--- src/core/fwp_pkg.sv ---
package fwp_pkg;

  localparam int FWP_WORD_W = 16;
  localparam int FWP_SHIFT_W = 4;
  localparam int FWP_LEN_W = 5;
  localparam int FWP_OFS_W = 12;
  localparam int FWP_RES_W = 17;
  localparam int FWP_PATHS = 2;

  localparam logic [4:0]  FWP_LEN_MIN   = 5'h01;
  localparam logic [4:0]  FWP_LEN_MAX   = 5'h10;
  localparam logic [3:0]  FWP_SHIFT_RST = 4'h0;
  localparam logic [4:0]  FWP_LEN_RST   = 5'h10;
  localparam logic [11:0] FWP_OFS_RST   = 12'h000;
  localparam logic [15:0] FWP_WORD_RST  = 16'h0000;
  localparam logic [16:0] FWP_RES_RST   = 17'h00000;
  localparam logic [16:0] FWP_ONE_RES   = 17'h00001;

  // Cycles the configure operation holds the sequencer
  localparam logic [5:0]  FWP_CFG_CYC   = 6'h04;
  localparam logic [5:0]  FWP_CNT_ONE   = 6'h01;
  localparam logic [5:0]  FWP_CNT_ZERO  = 6'h00;
  // Least waveform length that hides the configure stall
  localparam int FWP_GAPFREE_SAMPLES = 48;

  typedef enum logic [2:0] {
    FWP_SRC_RAW        = 3'h0,
    FWP_SRC_PROC_A     = 3'h1,
    FWP_SRC_PROC_B     = 3'h2,
    FWP_SRC_LEGACY_FWD = 3'h3,
    FWP_SRC_LEGACY_DEC = 3'h4
  } fwp_src_t;

  typedef enum logic {
    FWP_ST_IDLE = 1'b0,
    FWP_ST_CFG  = 1'b1
  } fwp_state_t;

  function automatic logic fwp_is_proc(input fwp_src_t s);
    return (s == FWP_SRC_PROC_A) || (s == FWP_SRC_PROC_B) ||
           (s == FWP_SRC_LEGACY_FWD) || (s == FWP_SRC_LEGACY_DEC);
  endfunction

  function automatic logic fwp_path_of(input fwp_src_t s);
    return (s == FWP_SRC_PROC_B) || (s == FWP_SRC_LEGACY_DEC);
  endfunction

endpackage

--- src/core/fwp_path_if.sv ---
`timescale 1ns/1ns
interface fwp_path_if;
  import fwp_pkg::*;
  logic                   load;
  logic [FWP_SHIFT_W-1:0] shift;
  logic [FWP_LEN_W-1:0]   length;
  logic [FWP_OFS_W-1:0]   offset;
  logic [FWP_WORD_W-1:0]  word;
  logic [FWP_RES_W-1:0]   result;
  logic                   configured;

  modport ctrl (
    output load, shift, length, offset, word,
    input  result, configured
  );
  modport path (
    input  load, shift, length, offset, word,
    output result, configured
  );
endinterface

--- src/core/fwp_hold.sv ---
`timescale 1ns/1ns
module fwp_hold
  import fwp_pkg::*;
(
  // Clock and reset
  input  logic                  clk_i,
  input  logic                  rst_i,
  // Link side
  input  logic                  valid_i,
  input  logic [FWP_WORD_W-1:0] word_i,
  // Held word
  output logic [FWP_WORD_W-1:0] word_o,
  output logic                  seen_o
);

  logic [FWP_WORD_W-1:0] word_reg;
  logic [FWP_WORD_W-1:0] word_next;
  logic                  seen_reg;
  logic                  seen_next;

  always_comb begin
    word_next = word_reg;
    seen_next = seen_reg;
    if (valid_i) begin // RL17
      word_next = word_i; // RL1
      seen_next = 1'b1;
    end
  end

  always_ff @(posedge clk_i or posedge rst_i) begin
    if (rst_i) begin
      word_reg <= FWP_WORD_RST;
      seen_reg <= 1'b0;
    end else begin
      word_reg <= word_next;
      seen_reg <= seen_next;
    end
  end

  assign word_o = word_reg;
  assign seen_o = seen_reg;
endmodule // fwp_hold

--- src/core/fwp_path.sv ---
`timescale 1ns/1ns
module fwp_path
  import fwp_pkg::*;
(
  // Clock and reset
  input  logic       clk_i,
  input  logic       rst_i,
  // Settings, word and result
  fwp_path_if.path   bus
);

  logic [FWP_SHIFT_W-1:0] shift_reg;
  logic [FWP_SHIFT_W-1:0] shift_next;
  logic [FWP_LEN_W-1:0]   len_reg;
  logic [FWP_LEN_W-1:0]   len_next;
  logic [FWP_OFS_W-1:0]   ofs_reg;
  logic [FWP_OFS_W-1:0]   ofs_next;
  logic                   conf_reg;
  logic                   conf_next;
  logic [FWP_WORD_W-1:0]  shifted;
  logic [FWP_RES_W-1:0]   mask;

  always_comb begin
    shift_next = shift_reg;
    len_next   = len_reg;
    ofs_next   = ofs_reg;
    conf_next  = conf_reg;
    if (bus.load) begin // RL9 RL11
      shift_next = bus.shift;
      len_next   = bus.length;
      ofs_next   = bus.offset;
      conf_next  = 1'b1;
    end
  end

  always_ff @(posedge clk_i or posedge rst_i) begin
    if (rst_i) begin
      shift_reg <= FWP_SHIFT_RST;
      len_reg   <= FWP_LEN_RST;
      ofs_reg   <= FWP_OFS_RST;
      conf_reg  <= 1'b0;
    end else begin
      shift_reg <= shift_next;
      len_reg   <= len_next;
      ofs_reg   <= ofs_next;
      conf_reg  <= conf_next;
    end
  end

  assign shifted = bus.word >> shift_reg; // RL4
  assign mask    = (FWP_ONE_RES << len_reg) - FWP_ONE_RES; // RL5

  always_comb begin
    if (conf_reg) begin
      bus.result = ({1'b0, shifted} & mask) + {5'h00, ofs_reg}; // RL6
    end else begin
      bus.result = {1'b0, bus.word}; // RL8
    end
  end

  assign bus.configured = conf_reg;
endmodule // fwp_path

--- src/core/fwp_top.sv ---
// Summary of operation
// RL1 - Link feedback is one 16-bit word
// RL2 - Raw source returns word exactly as received
// RL3 - Two processed paths, separate settings each
// RL4 - Path right-shifts word by 0 to 15
// RL5 - Then masks to length bits, 1 to 16
// RL6 - Then adds offset from 0 to 4095
// RL7 - Configurer keeps length at most 12 for tables; configure accepts lengths up to 16 (FWP_LEN_MAX)
// RL8 - Unconfigured path passes word unchanged
// RL9 - Configure takes selector and updates only it
// RL10 - Configure blocks sequencer while it runs
// RL11 - Settings may change between feedback reads
// RL12 - Last word kept for rereads after reconfigure
// RL13 - Legacy selectors alias paths A and B
// RL14 - Every read names source, own chain each
// RL15 - Value read for branching or table play
// RL16 - Processed value with offset is table index
// RL17 - Each new link message replaces held word
`timescale 1ns/1ns
module fwp_top
  import fwp_pkg::*;
(
  // Clock and reset
  input  logic                   clk_i,
  input  logic                   rst_i,
  // Feedback link
  input  logic                   link_valid_i,
  input  logic [FWP_WORD_W-1:0]  link_word_i,
  // Configure operation
  input  logic                   cfg_req_i,
  input  fwp_src_t               cfg_path_i,
  input  logic [FWP_SHIFT_W-1:0] cfg_shift_i,
  input  logic [FWP_LEN_W-1:0]   cfg_length_i,
  input  logic [FWP_OFS_W-1:0]   cfg_offset_i,
  output logic                   cfg_ready_o,
  output logic                   cfg_busy_o,
  output logic                   cfg_done_o,
  output logic                   cfg_error_o,
  // Feedback read and table play
  input  logic                   rd_req_i,
  input  fwp_src_t               rd_src_i,
  input  logic                   rd_play_i,
  output logic                   rd_ready_o,
  output logic                   rd_ack_o,
  output logic                   rd_play_o,
  output logic                   rd_error_o,
  output logic [FWP_RES_W-1:0]   rd_value_o,
  // Status
  output logic                   word_seen_o,
  output logic [FWP_PATHS-1:0]   path_configured_o
);

  logic [FWP_WORD_W-1:0]  word_w;
  logic [FWP_RES_W-1:0]   res [FWP_PATHS];
  logic [FWP_PATHS-1:0]   conf_w;
  logic                   cfg_load;
  logic                   cfg_ok;
  logic                   rd_take;

  fwp_state_t             st_reg;
  fwp_state_t             st_next;
  logic [5:0]             cnt_reg;
  logic [5:0]             cnt_next;
  logic                   pend_path_reg;
  logic                   pend_path_next;
  logic [FWP_SHIFT_W-1:0] pend_shift_reg;
  logic [FWP_SHIFT_W-1:0] pend_shift_next;
  logic [FWP_LEN_W-1:0]   pend_len_reg;
  logic [FWP_LEN_W-1:0]   pend_len_next;
  logic [FWP_OFS_W-1:0]   pend_ofs_reg;
  logic [FWP_OFS_W-1:0]   pend_ofs_next;
  logic                   done_reg;
  logic                   done_next;
  logic                   cerr_reg;
  logic                   cerr_next;

  logic                   ack_reg;
  logic                   ack_next;
  logic                   play_reg;
  logic                   play_next;
  logic                   rerr_reg;
  logic                   rerr_next;
  logic [FWP_RES_W-1:0]   value_reg;
  logic [FWP_RES_W-1:0]   value_next;
  logic [FWP_RES_W-1:0]   sel_value;
  logic                   sel_ok;

  fwp_hold u_hold (
    .clk_i   (clk_i),
    .rst_i   (rst_i),
    .valid_i (link_valid_i),
    .word_i  (link_word_i),
    .word_o  (word_w),
    .seen_o  (word_seen_o)
  );

  // One processing chain per path, A and B; legacy selectors share them
  for (genvar g = 0; g < FWP_PATHS; g++) begin : g_path
    fwp_path_if pif ();
    assign pif.load   = cfg_load && (pend_path_reg == 1'(g)); // RL9
    assign pif.shift  = pend_shift_reg;
    assign pif.length = pend_len_reg;
    assign pif.offset = pend_ofs_reg;
    assign pif.word   = word_w; // RL12
    assign res[g]     = pif.result; // RL14
    assign conf_w[g]  = pif.configured;
    fwp_path u_path (
      .clk_i (clk_i),
      .rst_i (rst_i),
      .bus   (pif.path)
    );
  end

  // Configure operation
  assign cfg_ok = fwp_is_proc(cfg_path_i) &&
                  (cfg_length_i >= FWP_LEN_MIN) &&
                  (cfg_length_i <= FWP_LEN_MAX); // RL5
  assign cfg_load = (st_reg == FWP_ST_CFG) && (cnt_reg == FWP_CNT_ZERO);

  always_comb begin
    st_next         = st_reg;
    cnt_next        = cnt_reg;
    pend_path_next  = pend_path_reg;
    pend_shift_next = pend_shift_reg;
    pend_len_next   = pend_len_reg;
    pend_ofs_next   = pend_ofs_reg;
    done_next       = 1'b0;
    cerr_next       = 1'b0;
    unique case (st_reg)
      FWP_ST_IDLE: begin
        if (cfg_req_i) begin
          if (cfg_ok) begin
            st_next         = FWP_ST_CFG; // RL10
            cnt_next        = FWP_CFG_CYC - FWP_CNT_ONE;
            pend_path_next  = fwp_path_of(cfg_path_i); // RL13
            pend_shift_next = cfg_shift_i; // RL4
            pend_len_next   = cfg_length_i;
            pend_ofs_next   = cfg_offset_i; // RL6
          end else begin
            cerr_next = 1'b1;
          end
        end
      end
      FWP_ST_CFG: begin
        if (cnt_reg == FWP_CNT_ZERO) begin
          st_next   = FWP_ST_IDLE;
          done_next = 1'b1; // RL11
        end else begin
          cnt_next = cnt_reg - FWP_CNT_ONE;
        end
      end
    endcase
  end

  always_ff @(posedge clk_i or posedge rst_i) begin
    if (rst_i) begin
      st_reg         <= FWP_ST_IDLE;
      cnt_reg        <= FWP_CNT_ZERO;
      pend_path_reg  <= 1'b0;
      pend_shift_reg <= FWP_SHIFT_RST;
      pend_len_reg   <= FWP_LEN_RST;
      pend_ofs_reg   <= FWP_OFS_RST;
      done_reg       <= 1'b0;
      cerr_reg       <= 1'b0;
    end else begin
      st_reg         <= st_next;
      cnt_reg        <= cnt_next;
      pend_path_reg  <= pend_path_next;
      pend_shift_reg <= pend_shift_next;
      pend_len_reg   <= pend_len_next;
      pend_ofs_reg   <= pend_ofs_next;
      done_reg       <= done_next;
      cerr_reg       <= cerr_next;
    end
  end

  // Feedback read, refused while the sequencer is blocked
  assign rd_take = rd_req_i && (st_reg == FWP_ST_IDLE); // RL10

  always_comb begin
    sel_ok    = 1'b1;
    sel_value = {1'b0, word_w};
    case (rd_src_i) // RL14
      FWP_SRC_RAW:        sel_value = {1'b0, word_w}; // RL2
      FWP_SRC_PROC_A:     sel_value = res[0];
      FWP_SRC_PROC_B:     sel_value = res[1];
      FWP_SRC_LEGACY_FWD: sel_value = res[0]; // RL13
      FWP_SRC_LEGACY_DEC: sel_value = res[1]; // RL13
      default:            sel_ok    = 1'b0;
    endcase
  end

  always_comb begin
    ack_next   = rd_take && sel_ok; // RL15
    play_next  = rd_take && sel_ok && rd_play_i; // RL16
    rerr_next  = rd_take && !sel_ok;
    value_next = value_reg;
    if (rd_take && sel_ok) begin
      value_next = sel_value;
    end
  end

  always_ff @(posedge clk_i or posedge rst_i) begin
    if (rst_i) begin
      ack_reg   <= 1'b0;
      play_reg  <= 1'b0;
      rerr_reg  <= 1'b0;
      value_reg <= FWP_RES_RST;
    end else begin
      ack_reg   <= ack_next;
      play_reg  <= play_next;
      rerr_reg  <= rerr_next;
      value_reg <= value_next;
    end
  end

  assign cfg_ready_o       = (st_reg == FWP_ST_IDLE);
  assign cfg_busy_o        = (st_reg == FWP_ST_CFG);
  assign cfg_done_o        = done_reg;
  assign cfg_error_o       = cerr_reg;
  assign rd_ready_o        = (st_reg == FWP_ST_IDLE);
  assign rd_ack_o          = ack_reg;
  assign rd_play_o         = play_reg;
  assign rd_error_o        = rerr_reg;
  assign rd_value_o        = value_reg;
  assign path_configured_o = conf_w;
endmodule // fwp_top

--- config.mk ---
export PLATFORM = sky130hd
export DESIGN_NAME = fwp_top
export DESIGN_NICKNAME = d
export VERILOG_FILES = /design/src/core/fwp_pkg.sv /design/src/core/fwp_path_if.sv /design/src/core/fwp_hold.sv /design/src/core/fwp_path.sv /design/src/core/fwp_top.sv
export SDC_FILE = /design/constraint.sdc
export NUM_CORES = 1
export LEC_CHECK = 0
export BUFFER_PORTS_ARGS = -buffer_cell sky130_fd_sc_hd__buf_2
export CAP_MARGIN = 20
export CORE_ASPECT_RATIO = 1.5
export CORE_UTILIZATION = 61
export CTS_CLUSTER_DIAMETER = 100
export DETAILED_ROUTE_END_ITERATION = 7
export GPL_ROUTABILITY_DRIVEN = 0
export PLACE_DENSITY = 0.89
export SLEW_MARGIN = 0
export SYNTH_ARGS = -nofsm -noshare
export SYNTH_HDL_FRONTEND = slang
export SYNTH_HIERARCHICAL = 1
export SYNTH_SLANG_ARGS = --single-unit
--- constraint.sdc ---
create_clock -name clk_i -period 4.35 [get_ports clk_i]
set_clock_uncertainty 0.1 [all_clocks]
set_input_delay 0.87 -clock clk_i [delete_from_list [all_inputs] [get_ports clk_i]]
set_output_delay 0.87 -clock clk_i [all_outputs]
set_load 0.05 [all_outputs]
==> results.yml, run 1 <==
outcome:
  status: "completed"
clock_tree:
  ctsHoldBuffers: 0
  cts_repair_resize_count: 0
  h-tree-depth: 3
  numCtsBuffers: 9
  max-clock-path-buffers: 2
  clockRootBuffer: "clkbuf_16"
  clock_latency_ns: 0.36
  clk_pin_slew_ns: 0.08
  cts_tree: "done"
  post_cts.repair.setup_buffers: 0
  cts_sinks: 112
routing:
  vias: 7385
  drt_pass1_iterations: 6
  routedWlPerCell_um: 21.5
  routed_wl_mm: 23.3
  drtIter0Drc: 789
  antenna_left: 0
  routed_via_density: 6.82
  drcViolationCount: 0
global_route:
  grt_max_degree: 52
  grt_pass1_vias: 6924
  groute.usage.overall_pct: 34.8
  grt.overflow.total: 0
  antenna_found_initial: 0
  grt_pass1_wl_mm: 35.8
final_layout:
  drive_above_1_share_pct: 28.4
  seqCellArea_um2: 2810
  num-fill-cells: 956
  multi_input_area_um2: 4910
  final_common_cell: "dfrtp_1"
  stdcell_area_um2: 8980
  syn2layout_area_growth_pct: 11.1
  layout_common_cells: "108 x dfrtp_1, 85 x mux2_2, 83 x nand2_1, 76 x buf_2, 72 x nor2_1"
  largest_register_ffs: 24
  antenna_cells: 0
  nets: 998
synth:
  avgSynthCellArea_um2: 9.44
  yosysTopAreaCellShare_pct: 33.8
  synth_area_um2: 8080
  yosys_warnings: 6
  yosys-top-cells-area: "dfrtp_1 34%, mux2_2 12%, mux2i_1 5.0%"
  synth_area_leader_cell: "dfrtp_1"
  async_reset_ff_share_pct: 100
  ys_ff_latch: 112
  synth_edf_count: 0
  yosysSeqAreaShare_pct: 34.7
  synth_flop_cell: "dfrtp_1"
  synth_nets: 935
  syn_inst: 856
  yosys.cell_types.count: 67
worst_setup_path:
  worstSetupEndpointType: "flop"
  critical_path.max_stage_delay_ns: 0.64
  cp_cell_sequence: "mux2i_1 > o21ai_0 > mux2i_1 > a211o_1 > fa_1 > nand2b_1 > a2111oi_1 > nor3_1 > and4bb_2 > xnor2_1 > a21oi_1 > nand2_1 > a31oi_1"
  worst-path-stages: 13
  critPathLaunchType: "flop"
  crit_required_ns: 4.54
  r2r_start: "u_hold/word_o[15]"
  reg2reg_to: "rd_value_o[14]"
  crit_family: "compound AO/OA/AOI/OAI gates"
  startpoint: "u_hold/word_o[15]"
  regToRegSetupSlack_ns: 0.18
  cp_slowest_cell: "dfrtp_1"
  cp.arrival_ns: 4.36
  crit_type: "flop to flop"
  reg2reg_depth: 13
  crit_buf_inv: 0
  critPathCapture: "rd_value_o[14]"
  cp_common_cell: "mux2i_1"
  worstPathMaxFanout: 9
timing:
  hold_viol_final: 0
  fin_ws_ns: 0.180
  timing.slew.headroom_pct: 26.9
  drv_slew: 0
  setup_viol: 0
  fin_hold_ws_ns: 0.388
  post-route-period-util_pct: 95.9
  tightest_slew_ns: 1.09
  finalCriticalPeriod_ns: 4.17
  rsz0062_at_grt: "yes"
  max_clock_freq_ghz: 0.240
floorplanning:
  start_util_pct: 62.4
  die_w_um: 96.0
  die_h_um: 143
  design.die.area_um2: 13700
  coreArea_um2: 13000
  num_rows: 51
  io_pins: 77
placed_design:
  dpl_cell_area_um2: 8580
  dp_slack_ns: 0.143
  dpl.hpwl_mm: 16.8
  portBuffers: 76
flow_run:
  cap_violations: 0
power:
  power_density_nw_per_um2: 881
  leakage_nw: 4.13
  peakVddDrop_uv: 454
hold_path:
  hp-class: "flop to flop"
[cells in the mapped netlist (all sizes together), types with 7 or more instances]
cell type    n
a211oi      16
a21o        11
a21oi       57
a22oi       22
a31oi       20
buf         27
clkbuf      29
dfrtp      109
ha          28
inv         22
mux2        98
mux2i       40
nand2       83
nand2b      10
nor2        74
nor3        21
nor4         8
o211ai       8
o21ai       48
or2          7
or3          7
xnor2       14
xor2         8
[cell type report]
type                            instances  share of cell area (%)
Timing Repair Buffer                  108                    7.32
Tap cell                              159                    2.22
Inverter                               23                   0.961
Clock buffer                           10                    2.66
Multi-Input combinational cell        665                    54.6
Sequential cell                       112                    31.3
Clock inverter                          6                   0.947
[power breakdown]
| group | internal [mW] | switching, mW | leakage (nW) |
|---|---|---|---|
| clock | 0.477 | 0.433 | 0.159 |
| sequential | 1.47 | 0.577 | 1.37 |
| combinational | 2.05 | 2.91 | 2.60 |
| total | 3.99 | 3.92 | 4.13 |
[worst min-delay path by stage]
stage,slack [ns],startpoint,end,depth (start not counted)
final,0.39,u_hold/seen_o,u_hold/seen_o,1
after global routing,0.42,u_hold/seen_o,u_hold/seen_o,1
after CTS,0.39,u_hold/seen_o,u_hold/seen_o,1
after detailed placement,0.37,u_hold/seen_o,u_hold/seen_o,1
after global placement,0.34,u_hold/seen_o,u_hold/seen_o,1
after floorplan,0.37,g_path[0].pif.offset[1],g_path[0].u_path/ofs_reg[1],2
[routing by layer]
metal | global-route usage (%) | share of wire [%] | vias to the layer above
met4 | 25.5 | 8.7 | 0
met1 | 41.4 | 36 | 3427
met2 | 55.1 | 47 | 530
li1 | - | - | 3252
met5 | 0 | 0 | -
met3 | 6.66 | 8.4 | 176
[worst register-to-register path, cell delays in order, from the launching register on]
cell       delay, ns
dfrtp_1         0.64
mux2i_1         0.15
o21ai_0         0.46
mux2i_1         0.18
a211o_1         0.39
fa_1            0.43
nand2b_1        0.21
a2111oi_1       0.53
nor3_1          0.17
and4bb_2        0.33
xnor2_1         0.09
a21oi_1         0.17
nand2_1         0.07
a31oi_1         0.19
[cells by family after synthesis]
| kind of cell | share of synthesized area [%] |
|---|---|
| compound gates | 17.4 |
| xor+xnor | 2.38 |
| fa+ha+maj | 4.83 |
| mux | 19.8 |
| simple gates | 16.0 |
| buf+inv | 4.81 |
| flops | 34.7 |
[per-stage QoR]
step / setup TNS, ns / util (%) / power, mW / std cells
final: 0 / 69.3 / 7.91 / 1083
after global routing: -0.0156 / 69.3 / 8.37 / 1083
after CTS: 0 / 68.7 / 7.70 / 1080
after detailed placement: 0 / 66.2 / 6.72 / 1064
after global placement: 0 / 66.2 / 6.61 / 1064
after floorplan: 0 / - / 5.51 / 856
Power figures use the tool's default switching activity.
==> inputs of run 2 (changes only) <==
GPL_TIMING_DRIVEN = 0   (was unset)
==> results.yml, run 2 (synthesis results as in run 1) <==
outcome:
  status: "completed"
power:
  peakVddDrop_uv: 436
  power_density_nw_per_um2: 878
  leakage_nw: 4.16
placed_design:
  dp_cells: 1091
  dpl_cell_area_um2: 8680
  dp_slack_ns: -0.302
  portBuffers: 75
  dpl.hpwl_mm: 17.2
final_layout:
  drive_above_1_share_pct: 28.2
  stdcell_area_um2: 9070
  num-fill-cells: 934
  final_cell_count_no_fill: 1105
  antenna_cells: 0
  layout_common_cells: "109 x dfrtp_1, 89 x buf_2, 85 x mux2_2, 83 x nand2_1, 73 x nor2_1"
  nets: 1020
  final_common_cell: "dfrtp_1"
  largest_register_ffs: 24
  syn2layout_area_growth_pct: 12.3
timing:
  setup_viol: 0
  hold_viol_final: 0
  tightest_slew_ns: 0.891
  max_clock_freq_ghz: 0.238
  fin_ws_ns: 0.148
  timing.slew.headroom_pct: 40.5
  finalCriticalPeriod_ns: 4.20
  tns_ns: 0
  post-route-period-util_pct: 96.6
  drv_slew: 0
clock_tree:
  clock_latency_ns: 0.36
  clockRootBuffer: "clkbuf_16"
  cts_tree: "done"
  clk_pin_slew_ns: 0.08
  max-clock-path-buffers: 2
  numCtsBuffers: 9
  h-tree-depth: 3
  cts_sinks: 112
floorplanning:
  coreArea_um2: 13000
  io_pins: 77
  design.die.area_um2: 13700
  die_h_um: 143
  start_util_pct: 62.4
  num_rows: 51
  die_w_um: 96.0
worst_setup_path:
  reg2reg_to: "rd_value_o[14]"
  critPathCapture: "rd_value_o[14]"
  startpoint: "g_path[1].u_path/shift_reg[1]"
  crit_type: "flop to flop"
  cp.arrival_ns: 4.33
  critPathLaunchType: "flop"
  r2r_start: "g_path[1].u_path/shift_reg[1]"
  crit_required_ns: 4.48
  reg2reg_depth: 18
  worstSetupEndpointType: "flop"
  worstPathMaxFanout: 10
  regToRegSetupSlack_ns: 0.15
global_route:
  antenna_found_initial: 0
  groute.usage.overall_pct: 34.7
  grt_pass1_vias: 6963
  grt_pass1_wl_mm: 35.8
  grt.overflow.total: 0
  grt_max_degree: 33
routing:
  drtIter0Drc: 975
  antenna_left: 0
  drt_pass1_iterations: 6
  routed_wl_mm: 23.2
  routedWlPerCell_um: 21.0
  routed_via_density: 6.69
  vias: 7387
  drcViolationCount: 0
flow_run:
  cap_violations: 0
hold_path:
  hp-class: "flop to flop"
==> run 2: repair_timing <==
action / CTS / global route
endpoints found under the setup margin: 6 / 8
gates resized for setup: 5 / 23
hold buffers: 0 / 0
pin swaps: 0 / 2
hold endpoints to repair: 0 / 0
setup buffers: 0 / 3
==> run 2: worst min path at each step <==
stage / startpoint / endpoint / cells past startpoint
detailed placement: u_hold/seen_o / u_hold/seen_o / 1
CTS: u_hold/seen_o / u_hold/seen_o / 1
finish: u_hold/seen_o / u_hold/seen_o / 1
global route: u_hold/seen_o / u_hold/seen_o / 1
floorplan: g_path[0].pif.offset[1] / g_path[0].u_path/ofs_reg[1] / 2
global placement: u_hold/seen_o / u_hold/seen_o / 1
==> run 2: power breakdown <==
| part | total, mW | switching (mW) | internal (mW) |
|---|---|---|---|
| logic | 5.16 | 3.07 | 2.09 |
| registers | 1.97 | 0.503 | 1.47 |
| clock network | 0.833 | 0.414 | 0.418 |
==> run 2: per-layer routing <==
metal	up-vias	global-route usage (%)	wire length, µm	share of wire (%)
met2	464	56.4	11200	48
met3	150	6.12	1690	7.3
li1	3294	-	-	-
met1	3479	41.7	8570	37
met5	-	0	0	0
met4	0	22.5	1740	7.5
==> run 2: critical path: stages, from the launching register on <==
cell and delay, ns:
dfrtp_1 0.34, buf_2 0.25, clkbuf_4 0.30, mux2i_1 0.11, a21oi_1 0.24, mux2i_1 0.16, nand2_1 0.09, o211a_1 0.16
ha_1 0.16, inv_1 0.05, fa_1 0.40, nand2b_1 0.24, a2111oi_4 0.37, nor3_1 0.14, and4bb_2 0.31, xnor2_1 0.13
a21oi_1 0.11, a22oi_1 0.27, a31oi_1 0.12
==> run 2: stage by stage <==
| step | power [mW] | hold slack, ns | utilization, % |
|---|---|---|---|
| final | 7.97 | 0.372 | 70.0 |
| after global routing | 8.41 | 0.403 | 70.0 |
| after CTS | 7.66 | 0.371 | 69.3 |
| after detailed placement | 6.76 | 0.346 | 67.0 |
| after global placement | 6.62 | 0.342 | 66.8 |
| after floorplan | 5.51 | 0.369 | - |
==> run 2: final cells by class <==
| type | instances | area [µm²] | area share [%] |
|---|---|---|---|
| Multi-Input combinational cell | 665 | 4970 | 54.8 |
| Clock buffer | 10 | 239 | 2.63 |
| Inverter | 23 | 86.3 | 0.951 |
| Tap cell | 159 | 199 | 2.19 |
| Timing Repair Buffer | 79 | 418 | 4.61 |
| Sequential cell | 112 | 2810 | 30.9 |
| Buffer | 51 | 294 | 3.24 |
| Clock inverter | 6 | 58.8 | 0.648 |
